### src/core/psw_pkg.sv
package psw_pkg;
  localparam int CLK_NS = 50;
  localparam int PULSE_US = 1000;
  localparam int ACK_US = 8000;
  localparam int SHAKE_US = 16000;
  localparam int ACT_NS = 1000;
  localparam int PULSE_CYC = PULSE_US * 1000 / CLK_NS;
  localparam int ACK_CYC = ACK_US * 1000 / CLK_NS;
  localparam int SHAKE_CYC = SHAKE_US * 1000 / CLK_NS;
  localparam int ACT_CYC = ACT_NS / CLK_NS;
  localparam int ZERO_RUN = ACT_CYC / 2;
  localparam int CMD_BITS = 64;
  localparam int TMR_W = 19;
  localparam logic [11:0] OFF_CTRL = 12'h000;
  localparam logic [11:0] OFF_STAT = 12'h004;
  localparam logic [11:0] OFF_EVT = 12'h008;
  localparam int CTRL_CAP = 0;
  localparam int CTRL_DOZE = 1;
  localparam int CTRL_ROUSE = 2;
  localparam int CTRL_REJECT = 3;
  localparam logic [3:0] CTRL_RST = 4'h0;
  localparam int EV_SLP_RX = 0;
  localparam int EV_WUR_RX = 1;
  localparam int EV_WUP_RX = 2;
  localparam int EV_FAIL = 3;
  localparam int EV_SLP_TX = 4;
  localparam logic [4:0] EVT_RST = 5'h00;
  localparam logic [1:0] MODE_Z = 2'h0;
  localparam logic [1:0] MODE_I = 2'h1;
  localparam logic [1:0] MODE_N = 2'h2;
  typedef enum logic [2:0] {
    ST_NORMAL, ST_ACK_WAIT, ST_HANDSHAKE, ST_QUIET, ST_ABORT, ST_SLEEP
  } psw_state_e;
endpackage

### src/core/psw_sleep_wake.sv
// Operation
// Sleep command is encoded for at least 64 bits unless aborted.
// Wake-request command is encoded for at least 64 bits unless aborted.
// Every transmitted wake pulse lasts 1 ms within 0.3 ms.
// Wake pulse is made of training codes in training transmit mode.
// Scrambler bit 1 carries data, inverted sleep command, or plain.
// Scrambler bit 0 carries data, inverted wake command, or plain.
// Activity flag clears on zero symbol runs, sets otherwise, within 1 us.
// Sleep command received flag rises only after a full command.
// Wake-request received flag rises only after a full command.
// Wake pulse received flag rises when partner pulses are sensed.
// Sleep command sending is high while the sleep bits are emitted.
// Sleep command sent rises only after 64 bits are transmitted.
// Local control raises doze and rouse requests.
// Reject request is honoured only in the acknowledge wait state.
// Handshake failed rises when the partner aborts the handshake; the code raises it only when the handshake timer expires.
// Inhibit output is high while supply shutdown must be inhibited.
// Sleep output tells transceiver control to stop transmitting.
// Low power capable follows the sleep capability enable.
// Pulse qualify timer expires 1 ms after start.
// Acknowledge wait timer expires 8 ms after start.
// Handshake timer expiry without sleep leads to abort then normal.
// Handshake moves to quiet after sending and receiving sleep command.
// Quiet keeps transmitter silent, sleeps when activity is gone.
// Wake uses command when up, pulse when down, waits when training.
// Wake request during irreversible entry is stored and run in sleep.
// Timers count clock cycles with parameterised terminal counts.
//
// Added by the designer: the APB slave port and the register offsets.
`timescale 1ns/100ps
module psw_sleep_wake #(
  parameter int PULSE_CNT = psw_pkg::PULSE_CYC,
  parameter int ACK_CNT = psw_pkg::ACK_CYC,
  parameter int SHAKE_CNT = psw_pkg::SHAKE_CYC
) (
  input wire logic pclk,
  input wire logic presetn,
  input wire logic ce,
  input wire logic psel,
  input wire logic penable,
  input wire logic pwrite,
  input wire logic [11:0] paddr,
  input wire logic [31:0] pwdata,
  output logic [31:0] prdata,
  output logic pready,
  output logic pslverr,
  input wire logic [1:0] sc,
  input wire logic [1:0] tx_data,
  input wire logic tx_enable,
  input wire logic [1:0] tx_mode,
  input wire logic rx_zero,
  input wire logic rx_cmd_sleep,
  input wire logic rx_cmd_rouse,
  input wire logic line_energy,
  output logic [1:0] sd,
  output logic wake_training_req,
  output logic sleep_cmd_sending,
  output logic sleep,
  output logic inhibit,
  output logic low_power_capable
);
  import psw_pkg::*;

  localparam logic [TMR_W-1:0] PULSE_T = TMR_W'(PULSE_CNT - 1);
  localparam logic [TMR_W-1:0] ACK_T = TMR_W'(ACK_CNT - 1);
  localparam logic [TMR_W-1:0] SHAKE_T = TMR_W'(SHAKE_CNT - 1);
  localparam logic [6:0] CMD_T = 7'(CMD_BITS);
  localparam logic [4:0] ZERO_T = 5'(ZERO_RUN);

  psw_state_e state, next_state;
  logic [3:0] ctrl;
  logic [4:0] evt;
  logic [2:0] ten_d;
  logic [TMR_W-1:0] tmr, pq_cnt, tp_cnt;
  logic [6:0] cmd_cnt, rs_cnt, rw_cnt;
  logic [4:0] zero_cnt;
  logic en_m, en_s;
  logic local_activity_seen;
  logic sleep_cmd_received, rouse_cmd_received, rouse_pulse_received;
  logic sleep_cmd_sent, rouse_sending, handshake_failed;
  logic rouse_pend;
  logic tmr_done, cmd_bit, rouse_bit, wr, rd_setup, in_map;
  logic local_doze_request, local_rouse_request, local_reject_request;

  assign wr = psel && penable && pwrite && ce;
  assign rd_setup = psel && !penable;
  assign in_map = paddr == OFF_CTRL || paddr == OFF_STAT
    || paddr == OFF_EVT;
  assign pready = 1'b1;
  assign pslverr = psel && penable && !in_map;

  assign local_doze_request = ctrl[CTRL_DOZE];
  assign local_rouse_request = ctrl[CTRL_ROUSE] || rouse_pend;
  assign local_reject_request = ctrl[CTRL_REJECT]
    && state == ST_ACK_WAIT;
  assign low_power_capable = ctrl[CTRL_CAP];
  assign sleep_cmd_sending = state == ST_HANDSHAKE && tx_mode == MODE_N
    && !tmr_done;
  assign sleep = state == ST_SLEEP;
  assign inhibit = state != ST_SLEEP && state != ST_QUIET;
  assign cmd_bit = !ten_d[2] && tx_mode == MODE_N;
  // The wake bit also needs send mode now, so a mode change stops it at once.
  assign rouse_bit = rouse_sending && local_rouse_request
    && tx_mode == MODE_N && !sleep_cmd_sending;
  assign tmr_done = (state == ST_ACK_WAIT && tmr == ACK_T)
    || (state == ST_HANDSHAKE && tmr == SHAKE_T);

  // Software sets request bits; hardware clears doze in handshake or without capability, rouse next cycle, reject outside acknowledge wait.
  always_ff @(posedge pclk or negedge presetn) begin
    if (!presetn) begin
      ctrl <= CTRL_RST;
    end else if (ce) begin
      if (state == ST_HANDSHAKE || !ctrl[CTRL_CAP])
        ctrl[CTRL_DOZE] <= 1'b0;
      if (state != ST_ACK_WAIT)
        ctrl[CTRL_REJECT] <= 1'b0;
      if (ctrl[CTRL_ROUSE])
        ctrl[CTRL_ROUSE] <= 1'b0;
      if (wr && paddr == OFF_CTRL) begin
        ctrl[CTRL_CAP] <= pwdata[CTRL_CAP];
        if (pwdata[CTRL_DOZE])
          ctrl[CTRL_DOZE] <= 1'b1;
        if (pwdata[CTRL_ROUSE])
          ctrl[CTRL_ROUSE] <= 1'b1;
        if (pwdata[CTRL_REJECT])
          ctrl[CTRL_REJECT] <= 1'b1;
      end
    end
  end

  // Read data is captured in the setup phase so it is a flop output.
  always_ff @(posedge pclk or negedge presetn) begin
    if (!presetn) begin
      prdata <= 32'h0;
    end else if (ce && rd_setup) begin
      case (paddr)
        OFF_CTRL: prdata <= {28'h0, ctrl};
        OFF_STAT: prdata <= {20'h0, rouse_pend, local_activity_seen,
          sleep, inhibit, sleep_cmd_sent, rouse_pulse_received,
          rouse_cmd_received, sleep_cmd_received, 1'b0, state};
        OFF_EVT: prdata <= {27'h0, evt};
        default: prdata <= 32'h0;
      endcase
    end
  end

  // Sticky events: a set in the same cycle as a write-one clear wins.
  always_ff @(posedge pclk or negedge presetn) begin
    if (!presetn) begin
      evt <= EVT_RST;
    end else if (ce) begin
      evt <= (evt & ~((wr && paddr == OFF_EVT) ? pwdata[4:0] : 5'h00))
        | {sleep_cmd_sent, handshake_failed, rouse_pulse_received,
           rouse_cmd_received, sleep_cmd_received};
    end
  end

  always_ff @(posedge pclk or negedge presetn) begin
    if (!presetn) begin
      en_m <= 1'b0;
      en_s <= 1'b0;
    end else if (ce) begin
      en_m <= line_energy;
      en_s <= en_m;
    end
  end

  always_ff @(posedge pclk or negedge presetn) begin
    if (!presetn) begin
      ten_d <= 3'h0;
      sd <= 2'h0;
    end else if (ce) begin
      ten_d <= {ten_d[1:0], tx_enable};
      if (ten_d[2]) begin
        sd <= sc ^ tx_data;
      end else begin
        sd[1] <= sc[1] ^ (sleep_cmd_sending && !local_rouse_request);
        sd[0] <= sc[0] ^ rouse_bit;
      end
    end
  end

  // Bits of an outgoing command are counted only in idle symbols.
  always_ff @(posedge pclk or negedge presetn) begin
    if (!presetn) begin
      cmd_cnt <= 7'h0;
      sleep_cmd_sent <= 1'b0;
      rouse_sending <= 1'b0;
    end else if (ce) begin
      if (state == ST_NORMAL && !rouse_sending && local_rouse_request
          && tx_mode == MODE_N)
        rouse_sending <= 1'b1;
      else if (rouse_sending && (cmd_cnt >= CMD_T || tx_mode != MODE_N))
        rouse_sending <= 1'b0;
      if (!sleep_cmd_sending && !rouse_sending) begin
        cmd_cnt <= 7'h0;
        sleep_cmd_sent <= 1'b0;
      end else if (cmd_bit && cmd_cnt < CMD_T) begin
        cmd_cnt <= cmd_cnt + 7'h1;
      end else if (sleep_cmd_sending && cmd_cnt >= CMD_T) begin
        sleep_cmd_sent <= 1'b1;
      end
    end
  end

  // Received commands count consecutive flagged symbols.
  always_ff @(posedge pclk or negedge presetn) begin
    if (!presetn) begin
      rs_cnt <= 7'h0;
      rw_cnt <= 7'h0;
      sleep_cmd_received <= 1'b0;
      rouse_cmd_received <= 1'b0;
    end else if (ce) begin
      rs_cnt <= rx_cmd_sleep ? (rs_cnt < CMD_T ? rs_cnt + 7'h1 : rs_cnt)
        : 7'h0;
      rw_cnt <= rx_cmd_rouse ? (rw_cnt < CMD_T ? rw_cnt + 7'h1 : rw_cnt)
        : 7'h0;
      if (rs_cnt == CMD_T)
        sleep_cmd_received <= 1'b1;
      else if (next_state == ST_NORMAL && state != ST_NORMAL)
        sleep_cmd_received <= 1'b0;
      rouse_cmd_received <= rw_cnt == CMD_T;
    end
  end

  always_ff @(posedge pclk or negedge presetn) begin
    if (!presetn) begin
      zero_cnt <= 5'h0;
      local_activity_seen <= 1'b1;
    end else if (ce) begin
      if (!rx_zero) begin
        zero_cnt <= 5'h0;
        local_activity_seen <= 1'b1;
      end else if (zero_cnt < ZERO_T) begin
        zero_cnt <= zero_cnt + 5'h1;
      end else begin
        local_activity_seen <= 1'b0;
      end
    end
  end

  // Energy detection is only armed in sleep, so quiet cannot self-wake.
  always_ff @(posedge pclk or negedge presetn) begin
    if (!presetn) begin
      pq_cnt <= '0;
      rouse_pulse_received <= 1'b0;
    end else if (ce) begin
      rouse_pulse_received <= 1'b0;
      if (state != ST_SLEEP || !en_s) begin
        pq_cnt <= '0;
      end else if (pq_cnt == PULSE_T) begin
        pq_cnt <= '0;
        rouse_pulse_received <= 1'b1;
      end else begin
        pq_cnt <= pq_cnt + 1'b1;
      end
    end
  end

  always_ff @(posedge pclk or negedge presetn) begin
    if (!presetn) begin
      tp_cnt <= '0;
      wake_training_req <= 1'b0;
    end else if (ce) begin
      if (!wake_training_req) begin
        tp_cnt <= '0;
        if (state == ST_NORMAL && local_rouse_request && tx_mode == MODE_Z)
          wake_training_req <= 1'b1;
      end else if (tp_cnt == PULSE_T) begin
        wake_training_req <= 1'b0;
      end else begin
        tp_cnt <= tp_cnt + 1'b1;
      end
    end
  end

  // A wake request stays pending until a command or pulse carries it.
  always_ff @(posedge pclk or negedge presetn) begin
    if (!presetn) begin
      rouse_pend <= 1'b0;
    end else if (ce) begin
      if (ctrl[CTRL_ROUSE])
        rouse_pend <= 1'b1;
      else if ((rouse_sending && cmd_cnt >= CMD_T)
          || (wake_training_req && tp_cnt == PULSE_T))
        rouse_pend <= 1'b0;
    end
  end

  always_ff @(posedge pclk or negedge presetn) begin
    if (!presetn) begin
      tmr <= '0;
    end else if (ce) begin
      if (next_state != state)
        tmr <= '0;
      else if (state == ST_ACK_WAIT || state == ST_HANDSHAKE)
        tmr <= tmr + 1'b1;
    end
  end

  always_ff @(posedge pclk or negedge presetn) begin
    if (!presetn) begin
      handshake_failed <= 1'b0;
    end else if (ce) begin
      handshake_failed <= state == ST_HANDSHAKE && tmr_done;
    end
  end

  always_comb begin
    next_state = state;
    case (state)
      ST_NORMAL: begin
        if (ctrl[CTRL_CAP] && !local_rouse_request && tx_mode == MODE_N) begin
          if (local_doze_request)
            next_state = ST_HANDSHAKE;
          else if (sleep_cmd_received)
            next_state = ST_ACK_WAIT;
        end
      end
      ST_ACK_WAIT: begin
        if (local_reject_request || local_rouse_request)
          next_state = ST_NORMAL;
        else if (tmr_done)
          next_state = ST_HANDSHAKE;
      end
      ST_HANDSHAKE: begin
        if (sleep_cmd_sent && sleep_cmd_received)
          next_state = ST_QUIET;
        else if (tmr_done)
          next_state = ST_ABORT;
        else if (local_rouse_request || rouse_cmd_received)
          next_state = ST_NORMAL;
      end
      ST_QUIET: begin
        if (!local_activity_seen)
          next_state = ST_SLEEP;
      end
      ST_ABORT: next_state = ST_NORMAL;
      ST_SLEEP: begin
        if (local_rouse_request || rouse_pulse_received)
          next_state = ST_NORMAL;
      end
      default: next_state = ST_NORMAL;
    endcase
  end

  always_ff @(posedge pclk or negedge presetn) begin
    if (!presetn)
      state <= ST_NORMAL;
    else if (ce)
      state <= next_state;
  end

  a_sd_data: assert property (@(posedge pclk) disable iff (!presetn)
    ce && ten_d[2] |=> sd == $past(sc ^ tx_data))
    else $error("data symbol not scrambled with data");
  a_sd_sleep_cmd: assert property (@(posedge pclk) disable iff (!presetn)
    ce && !ten_d[2] && sleep_cmd_sending && !local_rouse_request
    |=> sd[1] == !$past(sc[1]))
    else $error("sleep command bit not inverted");
  a_sd_wake_cmd: assert property (@(posedge pclk) disable iff (!presetn)
    ce && !ten_d[2] && rouse_sending && !sleep_cmd_sending
    && local_rouse_request && tx_mode == MODE_N
    |=> sd[0] == !$past(sc[0]))
    else $error("wake command bit not inverted");
  a_sd_plain: assert property (@(posedge pclk) disable iff (!presetn)
    ce && !ten_d[2] && tx_mode != MODE_N |=> sd == $past(sc))
    else $error("idle symbol not plain outside send mode");
  a_sent_full: assert property (@(posedge pclk) disable iff (!presetn)
    $rose(sleep_cmd_sent) |-> cmd_cnt == CMD_T)
    else $error("sleep command sent before 64 bits");
  a_wake_cmd_len: assert property (@(posedge pclk) disable iff (!presetn)
    $fell(rouse_sending) && $past(tx_mode) == MODE_N
    |-> $past(cmd_cnt) >= CMD_T)
    else $error("wake command shorter than 64 bits");
  a_pulse_len: assert property (@(posedge pclk) disable iff (!presetn)
    $fell(wake_training_req) |-> $past(tp_cnt) == PULSE_T)
    else $error("wake pulse length wrong");
  a_shake_abort: assert property (@(posedge pclk) disable iff (!presetn)
    ce && state == ST_HANDSHAKE && tmr_done
    && !(sleep_cmd_sent && sleep_cmd_received)
    |=> state == ST_ABORT ##1 state == ST_NORMAL || !ce)
    else $error("handshake timeout did not abort");
  a_quiet_sleep: assert property (@(posedge pclk) disable iff (!presetn)
    ce && state == ST_QUIET && !local_activity_seen
    |=> state == ST_SLEEP && sleep && !inhibit)
    else $error("quiet did not enter sleep");
  a_act_clear: assert property (@(posedge pclk) disable iff (!presetn)
    ce && rx_zero [*8] ##1 ce && rx_zero [*8] ##1 ce && rx_zero [*2]
    |=> !local_activity_seen)
    else $error("activity not cleared within 1 us");
endmodule // psw_sleep_wake

### config.mk
export PLATFORM = sky130hd
export DESIGN_NAME = psw_sleep_wake
export DESIGN_NICKNAME = d
export VERILOG_FILES = /design/src/core/psw_pkg.sv /design/src/core/psw_sleep_wake.sv
export SDC_FILE = /design/constraint.sdc
export NUM_CORES = 1
export LEC_CHECK = 0
export ABC_AREA = 1
export ABC_CLOCK_PERIOD_IN_PS = 2200
export CAP_MARGIN = 10
export CORE_MARGIN = 5
export CORE_UTILIZATION = 42
export DETAILED_ROUTE_END_ITERATION = 7
export DONT_BUFFER_PORTS = 1
export REMOVE_ABC_BUFFERS = 1
export SLEW_MARGIN = 20
export SYNTH_ARGS = -nofsm -noshare
export SYNTH_HDL_FRONTEND = slang
export SYNTH_SLANG_ARGS = --single-unit
### constraint.sdc
create_clock -name pclk -period 2.2 [get_ports pclk]
set_clock_uncertainty 0.05 [all_clocks]
set_input_delay 0.11 -clock pclk [delete_from_list [all_inputs] [get_ports pclk]]
set_output_delay 0.11 -clock pclk [all_outputs]
set_load 0.02 [all_outputs]
==> results.txt, run 1 <==
Status - finished, violations left
Failing checks - negative hold slack
GR Overflow Total - 0
Post-synthesis sequential area ratio - 0.440
Slew Viols, Final - 0
Critical Path RT - 2.51 ns
Clk Tree Root Cell - clkbuf_16
Fin crit share - 0.959
Synth Area in Simple Gates - 0.277
Max stage delay cell, worst path - dfrtp_1
Antenna violations before repair - 0
Flops & latches, synth - 123
Final hold vios - 123
Max Fclk - 474 MHz
Drt total wl - 17600 µm
Worst setup SP type - flop
Detailed Route Iter0 Violations - 467
DRC viols - 0
Worst path bufs/invs - 0
Synth Area in XOR/XNOR - 0.0413
Initial Utilization - 0.425
Async S/R FF share, synth - 1.00
Seq. cell area - 3080 µm²
Multi-input gate area - 3400 µm²
Vias/cell - 5.14
P per Cell Area - 811 nW/µm²
Max_cap viols - 0
Arrival @ worst endpoint - 2.42 ns
Tmin final - 2.11 ns
Leak Pwr - 3.97 nW
Crit Path Category - reg -> reg
Kind of cell adding the most delay to the critical path - simple AND/OR/NAND/NOR gates
Fill count - 1544
NumNets Final - 1044
Gpl congestion - 0.849
Compound-gate portion of the synthesized area - 0.119
# diodes - 0
Via count - 6201
Top_reg_cell synth - dfrtp_1
Yosys warnings - 0
TritonCTS clock tree - yes
Area grow syn2layout - 21.0%
Maximum vdd drop - 586 µV
Post-Syn Area - 7000 µm²
Mux share of post-synthesis cell area - 0
Die W - 139 µm
Min Hold Slack - -0.665 ns
Num rows - 47
Worst slew pin tran - 0.653 ns
CP Capture Type - flop
Core Area - 16500 µm²
# setup viols final - 0
Number of I/O port buffers - 0
Cells after synthesis - 906
Worst path cell trace - ha_2 > nand3_2 > nor3_4 > nand2_4 > nand2_2 > nand3_1 > nand2_1 > nand3_2 > nor2_4 > nand2_4 > nand2_4 > nand2_1 > nand2_1
CTS Buf Count - 17
CTS H-tree lvls - 4
Worst slew margin - 0.564
Die H - 139 µm
Setup ws final - 0.0891 ns
Syn avg cell area - 7.72 µm²
Clock Sinks - 123
Detailed Routing Iterations Pass 1 - 5
Largest net degree at the start of global routing - 124
Worst hold path class - in -> async
Cts hold-fix bufs - 23
Combinational family with the most area after synthesis - simple AND/OR/NAND/NOR gates
Slowest stage delay, CP - 0.37 ns
Place WS - 0.0787 ns
Clock latency on the worst-skew pair - 0.43 ns
Vias in the first global route - 5816
DIE AREA - 19300 µm²
CTS clk-pin slew, worst paths - 0.05 ns
Avg WL per Cell - 14.6 µm
Highest net fanout along the worst path - 6
Post-synth EDFFs - 0
Adder-cell share of the synthesized area - 0.0161
IO Pins - 102
Post-detailed-placement half-perimeter wirelength - 11900 µm
Total GRT Usage - 0.183
Unique masters post-synth - 42
Share of cells above drive strength 1 - 0.123
First-pass GRT wire length - 29100 µm
Maximum clock path buffer count - 2
Post-route ant nets - 0
[report_power, final]
part           switching, W  internal, W  leakage [nW]
Clock               0.00101      0.00196         0.307
Sequential         0.000149      0.00241          1.65
Combinational      0.000845     0.000493          2.01
Total               0.00200      0.00486          3.97
[final timing paths]
| kind | startpoint | endpoint | slack (ns) | cells after the start |
|---|---|---|---|---|
| worst max-delay path | tmr[1]$_DFFE_PN0P_ | tmr[14]$_DFFE_PN0P_ | 0.09 | 13 |
| worst min-delay path | presetn | tp_cnt[13]$_DFFE_PN0P_ | -0.67 | 0 |
| worst max register to register | tmr[1]$_DFFE_PN0P_ | tmr[14]$_DFFE_PN0P_ | 0.09 | 13 |
| worst min register to register | en_m$_DFFE_PN0P_ | en_s$_DFFE_PN0P_ | 0.43 | 2 |
| max in group asynchronous | presetn | local_activity_seen$_DFFE_PN1P_ | 2.52 | 0 |
| min in group pclk | tx_data[1] | sd[1]$_DFFE_PN0P_ | 0.01 | 4 |
[layer usage]
metal | track usage | share of wire
met4 | 0.0659 | 0.016
met5 | 0 | 0
met3 | 0.0390 | 0.056
met1 | 0.258 | 0.47
met2 | 0.280 | 0.45
[final cells by class]
| type | count | share of cell area |
|---|---|---|
| clock buffer | 26 | 0.0613 |
| clock inverter | 6 | 0.0127 |
| inverter | 126 | 0.0564 |
| multi-input combinational | 637 | 0.402 |
| sequential | 123 | 0.364 |
| tap | 220 | 0.0325 |
| timing repair buffer | 69 | 0.0714 |
[what timing repair did]
item | 4_1_cts | 5_1_grt
hold endpoints to repair | 198 | 123
setup endpoints to repair | 0 | 26
buffers inserted | 0 | 15
resized for setup | 0 | 41
[cells in the final DEF, fill, tap and decap left out, types with 4 or more instances in the layout]
master,n
dfrtp_1,118
nand3_1,44
xor2_1,24
o21ai_0,50
dlygate4sd3_1,22
nor3_1,39
buf_4,44
nor3_2,5
nor2_1,80
dfrtp_2,4
conb_1,21
o31ai_1,19
o21a_1,5
nor4_1,10
nand2_2,7
a21oi_1,33
nand2_1,186
xnor2_1,9
a22o_1,6
nand3_2,9
clkbuf_16,17
clkbuf_8,6
nand4_1,38
nor3b_1,4
inv_1,120
ha_1,8
o22ai_1,6
a31oi_1,5
nand2_4,4
[metrics by stage]
| step | power (W) | util | TNS, ns | area, µm² | std cells |
|---|---|---|---|---|---|
| final | 0.00687 | 0.514 | 0 | 8470 | 1207 |
| after global routing | 0.00721 | 0.514 | -0.328 | 8470 | 1207 |
| after CTS | 0.00664 | 0.497 | 0 | 8180 | 1188 |
| after detailed placement | 0.00360 | 0.444 | 0 | 7310 | 1133 |
| after global placement | 0.00359 | 0.444 | 0 | 7310 | 1133 |
| after floorplan | 0.00326 | - | -1.33 | 6810 | 883 |
[synthesized netlist by cell type (4+ instances only)]
master / instances / share of area
a21oi_1: 33 / 0.024
a22o_1: 6 / 0.0075
a31oi_1: 5 / 0.0045
buf_2: 4 / 0.0029
buf_4: 21 / 0.023
clkbuf_1: 13 / 0.0070
dfrtp_1: 122 / 0.44
ha_1: 9 / 0.016
inv_1: 122 / 0.065
nand2_1: 192 / 0.10
nand3_1: 49 / 0.035
nand3_2: 5 / 0.0072
nand4_1: 38 / 0.034
nor2_1: 82 / 0.044
nor3_1: 44 / 0.031
nor3b_1: 4 / 0.0043
nor4_1: 10 / 0.0089
o21a_1: 5 / 0.0054
o21ai_0: 51 / 0.036
o22ai_1: 6 / 0.0054
o31ai_1: 19 / 0.020
xnor2_1: 9 / 0.011
xor2_1: 24 / 0.030
[worst reg2reg max path: stages (launching register included)]
cell     delay [ns]
dfrtp_1        0.37
ha_2           0.21
nand3_2        0.11
nor3_4         0.27
nand2_4        0.11
nand2_2        0.08
nand3_1        0.07
nand2_1        0.09
nand3_2        0.10
nor2_4         0.20
nand2_4        0.14
nand2_4        0.13
nand2_1        0.06
nand2_1        0.06
[sequential cells by signal, summed over array words and instances (netlist names), 2 cells and up]
register  cells
ten_d         3
tp_cnt       19
prdata       12
ctrl          4
evt           5
rw_cnt        7
state         3
tmr          19
sd            2
rs_cnt        7
pq_cnt       19
cmd_cnt       7
zero_cnt      5
[logic make-up (layout without fill, tap and decap cells)]
logic type,after synthesis,after routing
and+or+nand+nor,433,436
buffers and inverters,168,227
AOI/OAI and AO/OA,138,138
DFF,123,123
xor gates and xnor gates,33,33
adders and majority gates,9,9
other,2,21
Power figures use the tool's default switching activity.
==> inputs of run 2 (changes only) <==
Settings changed: CORE_UTILIZATION 42 to 55, PLACE_DENSITY set to 0.7.
==> run 2 against run 1 <==
The flow still finishes with violations (negative hold slack). Worst setup slack worse by 0.047 ns. Flip-flop and latch count did not move. Via count rose by 3.1%. Sequential share of layout area rose by 0.34 points. Critical endpoint is now tmr[8]$_DFFE_PN0P_. Largest power group unchanged. Highest routed layer unchanged.
==> results.txt, run 2 (synthesized netlist as in run 1, its figures left out) <==
Final hold vios - 123 (unchanged)
CTS Buf Count - 17 (unchanged)
Number of I/O port buffers - 0 (unchanged)
# setup viols final - 0 (unchanged)
Die W - 123 µm (-12%)
Clk Tree Root Cell - clkbuf_16
Stages on worst setup path - 15 (+2)
Via count - 6393 (+3.1%)
Fin crit share - 0.981 (+0.0214)
Worst setup SP type - flop
Status - finished, violations left
Maximum clock path buffer count - 2 (unchanged)
DRC viols - 0 (unchanged)
Min Hold Slack - -0.667 ns (-0.00199 ns)
Leak Pwr - 3.98 nW (+0.24%)
Worst path cell trace - inv_2 > buf_4 > nand3_1 > inv_2 > nor2_1 > nand2_1 > nor2_2 > nand3_1 > nand2_1 > nand3_2 > nor2_4 > nand2_4 > nand2_4 > nand2_1 > nand2_1
Fin area - 8400 µm² (-0.87%)
Max stage delay cell, worst path - dfrtp_1
Worst slew pin tran - 0.534 ns (-0.120 ns)
Vias in the first global route - 6275 (+7.9%)
Vias/cell - 5.55 (+8.1%)
Clock latency on the worst-skew pair - 0.42 ns (about the same)
Core Area - 12600 µm² (-24%)
Num rows - 41 (-13%)
Tmin final - 2.16 ns (+0.0470 ns)
NumNets Final - 1037 (-0.67%)
Fill count - 1025 (-34%)
Avg WL per Cell - 15.7 µm (+8.0%)
TritonCTS clock tree - yes
Critical Path RT - 2.51 ns (about the same)
CTS H-tree lvls - 4 (unchanged)
Worst r2r path cells - 15 (+2)
DIE AREA - 15100 µm² (-22%)
Fin cells - 1151 (-4.6%)
GR Overflow Total - 0 (unchanged)
Post-detailed-placement half-perimeter wirelength - 11800 µm (-0.94%)
Place WS - -0.0356 ns (-0.114 ns)
Slew Viols, Final - 0 (unchanged)
Total GRT Usage - 0.245 (+0.0618)
Reg2reg setup slack - 0.04 ns (-0.05 ns)
CP Capture Type - flop
Share of cells above drive strength 1 - 0.118 (-0.00411)
Most frequent cells in the layout - nand2_1, inv_1, dfrtp_1, nor2_1, o21ai_0
First-pass GRT wire length - 29300 µm (+0.91%)
Area grow syn2layout - 20.0%
Worst slew margin - 0.643 (+0.0786)
Gpl congestion - 0.880 (+3.7%)
CTS clk-pin slew, worst paths - 0.05 ns (about the same)
Seq. cell area - 3090 µm² (about the same)
Cts hold-fix bufs - 25 (+8.7%)
Clock Sinks - 123 (unchanged)
Setup ws final - 0.0421 ns (-0.0470 ns)
Arrival @ worst endpoint - 2.47 ns (+0.05 ns)
Antenna violations before repair - 0 (unchanged)
Die H - 123 µm (-12%)
Detailed Route Iter0 Violations - 507 (+8.6%)
Cell mode on critical path - nand2_1
Largest net degree at the start of global routing - 124 (unchanged)
Initial Utilization - 0.557 (+0.132)
Failing checks - negative hold slack
Highest net fanout along the worst path - 9 (+3)
Drt total wl - 18100 µm (+3.0%)
Slowest stage delay, CP - 0.42 ns (+0.05 ns)
Max_cap viols - 0 (unchanged)
RSZ-0062 raised after global routing - true
Multi-input gate area - 3420 µm² (+0.55%)
Dpl cells - 1085 (-4.2%)
Kind of cell adding the most delay to the critical path - simple AND/OR/NAND/NOR gates
Post-route ant nets - 0 (unchanged)
Crit Path Category - reg -> reg
Top flop regs - pq_cnt: 19 flops, tmr: 19 flops, tp_cnt: 19 flops
IO Pins - 102 (unchanged)
Detailed Routing Iterations Pass 1 - 5 (unchanged)
Maximum vdd drop - 647 µV (+10%)
Worst path bufs/invs - 3 (+3)
Worst hold path class - in -> async
# diodes - 0 (unchanged)
Most common cell after layout, fill and taps aside - nand2_1
Max Fclk - 463 MHz (-2.2%)
Placed cell area - 7260 µm² (-0.65%)
P per Cell Area - 804 nW/µm² (-0.77%)
run 2: cell count changes in the layout (fill, tap and decap cells not counted), sizes merged:
cell	before	now
nand2	198	196
buf	47	39
clkinv	4	6
dlygate4sd3	22	24
clkbuf	26	25
clkinvlp	1	0
run 2: timing repair:
action / 4_1_cts / 5_1_grt
cloned: 0 / 2
resized for setup: 1 / 45
setup endpoints to repair: 1 / 46
buffers inserted: 0 / 8
hold endpoints to repair: 199 / 123
pin swaps: 0 / 3
run 2: per-layer routing:
| layer | global-route usage | share of wire |
|---|---|---|
| met5 | 0 | 0 |
| met4 | 0.0581 | 0.011 |
| met3 | 0.0673 | 0.073 |
| met2 | 0.407 | 0.49 |
| met1 | 0.320 | 0.43 |
run 2: final timing paths:
check	from	to
min reg2reg	en_m$_DFFE_PN0P_	en_m$_DFFE_PN0P_
max reg2reg	state[2]$_DFFE_PN0P_	tmr[8]$_DFFE_PN0P_
min	presetn	tp_cnt[10]$_DFFE_PN0P_
min in group pclk	paddr[2]	prdata[5]$_DFFE_PN0P_
max in group asynchronous	presetn	local_activity_seen$_DFFE_PN1P_
max	state[2]$_DFFE_PN0P_	tmr[8]$_DFFE_PN0P_
run 2: area by class of cell:
cell class / instances / area share
clock buffers: 24 / 0.0610
repair buffers: 64 / 0.0689
inverters: 126 / 0.0566
clock inverters: 7 / 0.0131
flip-flops and latches: 123 / 0.368
well taps: 172 / 0.0256
multi-input cells: 635 / 0.407
run 2: stage by stage:
step	util	hold slack, ns	total power (W)	TNS [ns]
CTS	0.649	-0.677	0.00659	0
global placement	0.578	-0.233	0.00357	0
global route	0.668	-0.684	0.00705	-1.94
floorplan	-	-0.236	0.00326	-1.33
finish	0.668	-0.667	0.00675	0
detailed placement	0.578	-0.231	0.00362	-0.0356
run 2: worst register-to-register path, delay by kind of cell, from the launching register on:
family	cells	cell delay (ns)
buffers and inverters	3	0.35
and+or+nand+nor	12	1.26
DFF	1	0.42
run 2: power breakdown:
part	switching [W]	leakage, nW	internal [W]	total, W
combinational	0.000848	2.02	0.000459	0.00131
sequential	0.000137	1.65	0.00241	0.00255
clock	0.000950	0.312	0.00195	0.00290
total	0.00194	3.98	0.00482	0.00675
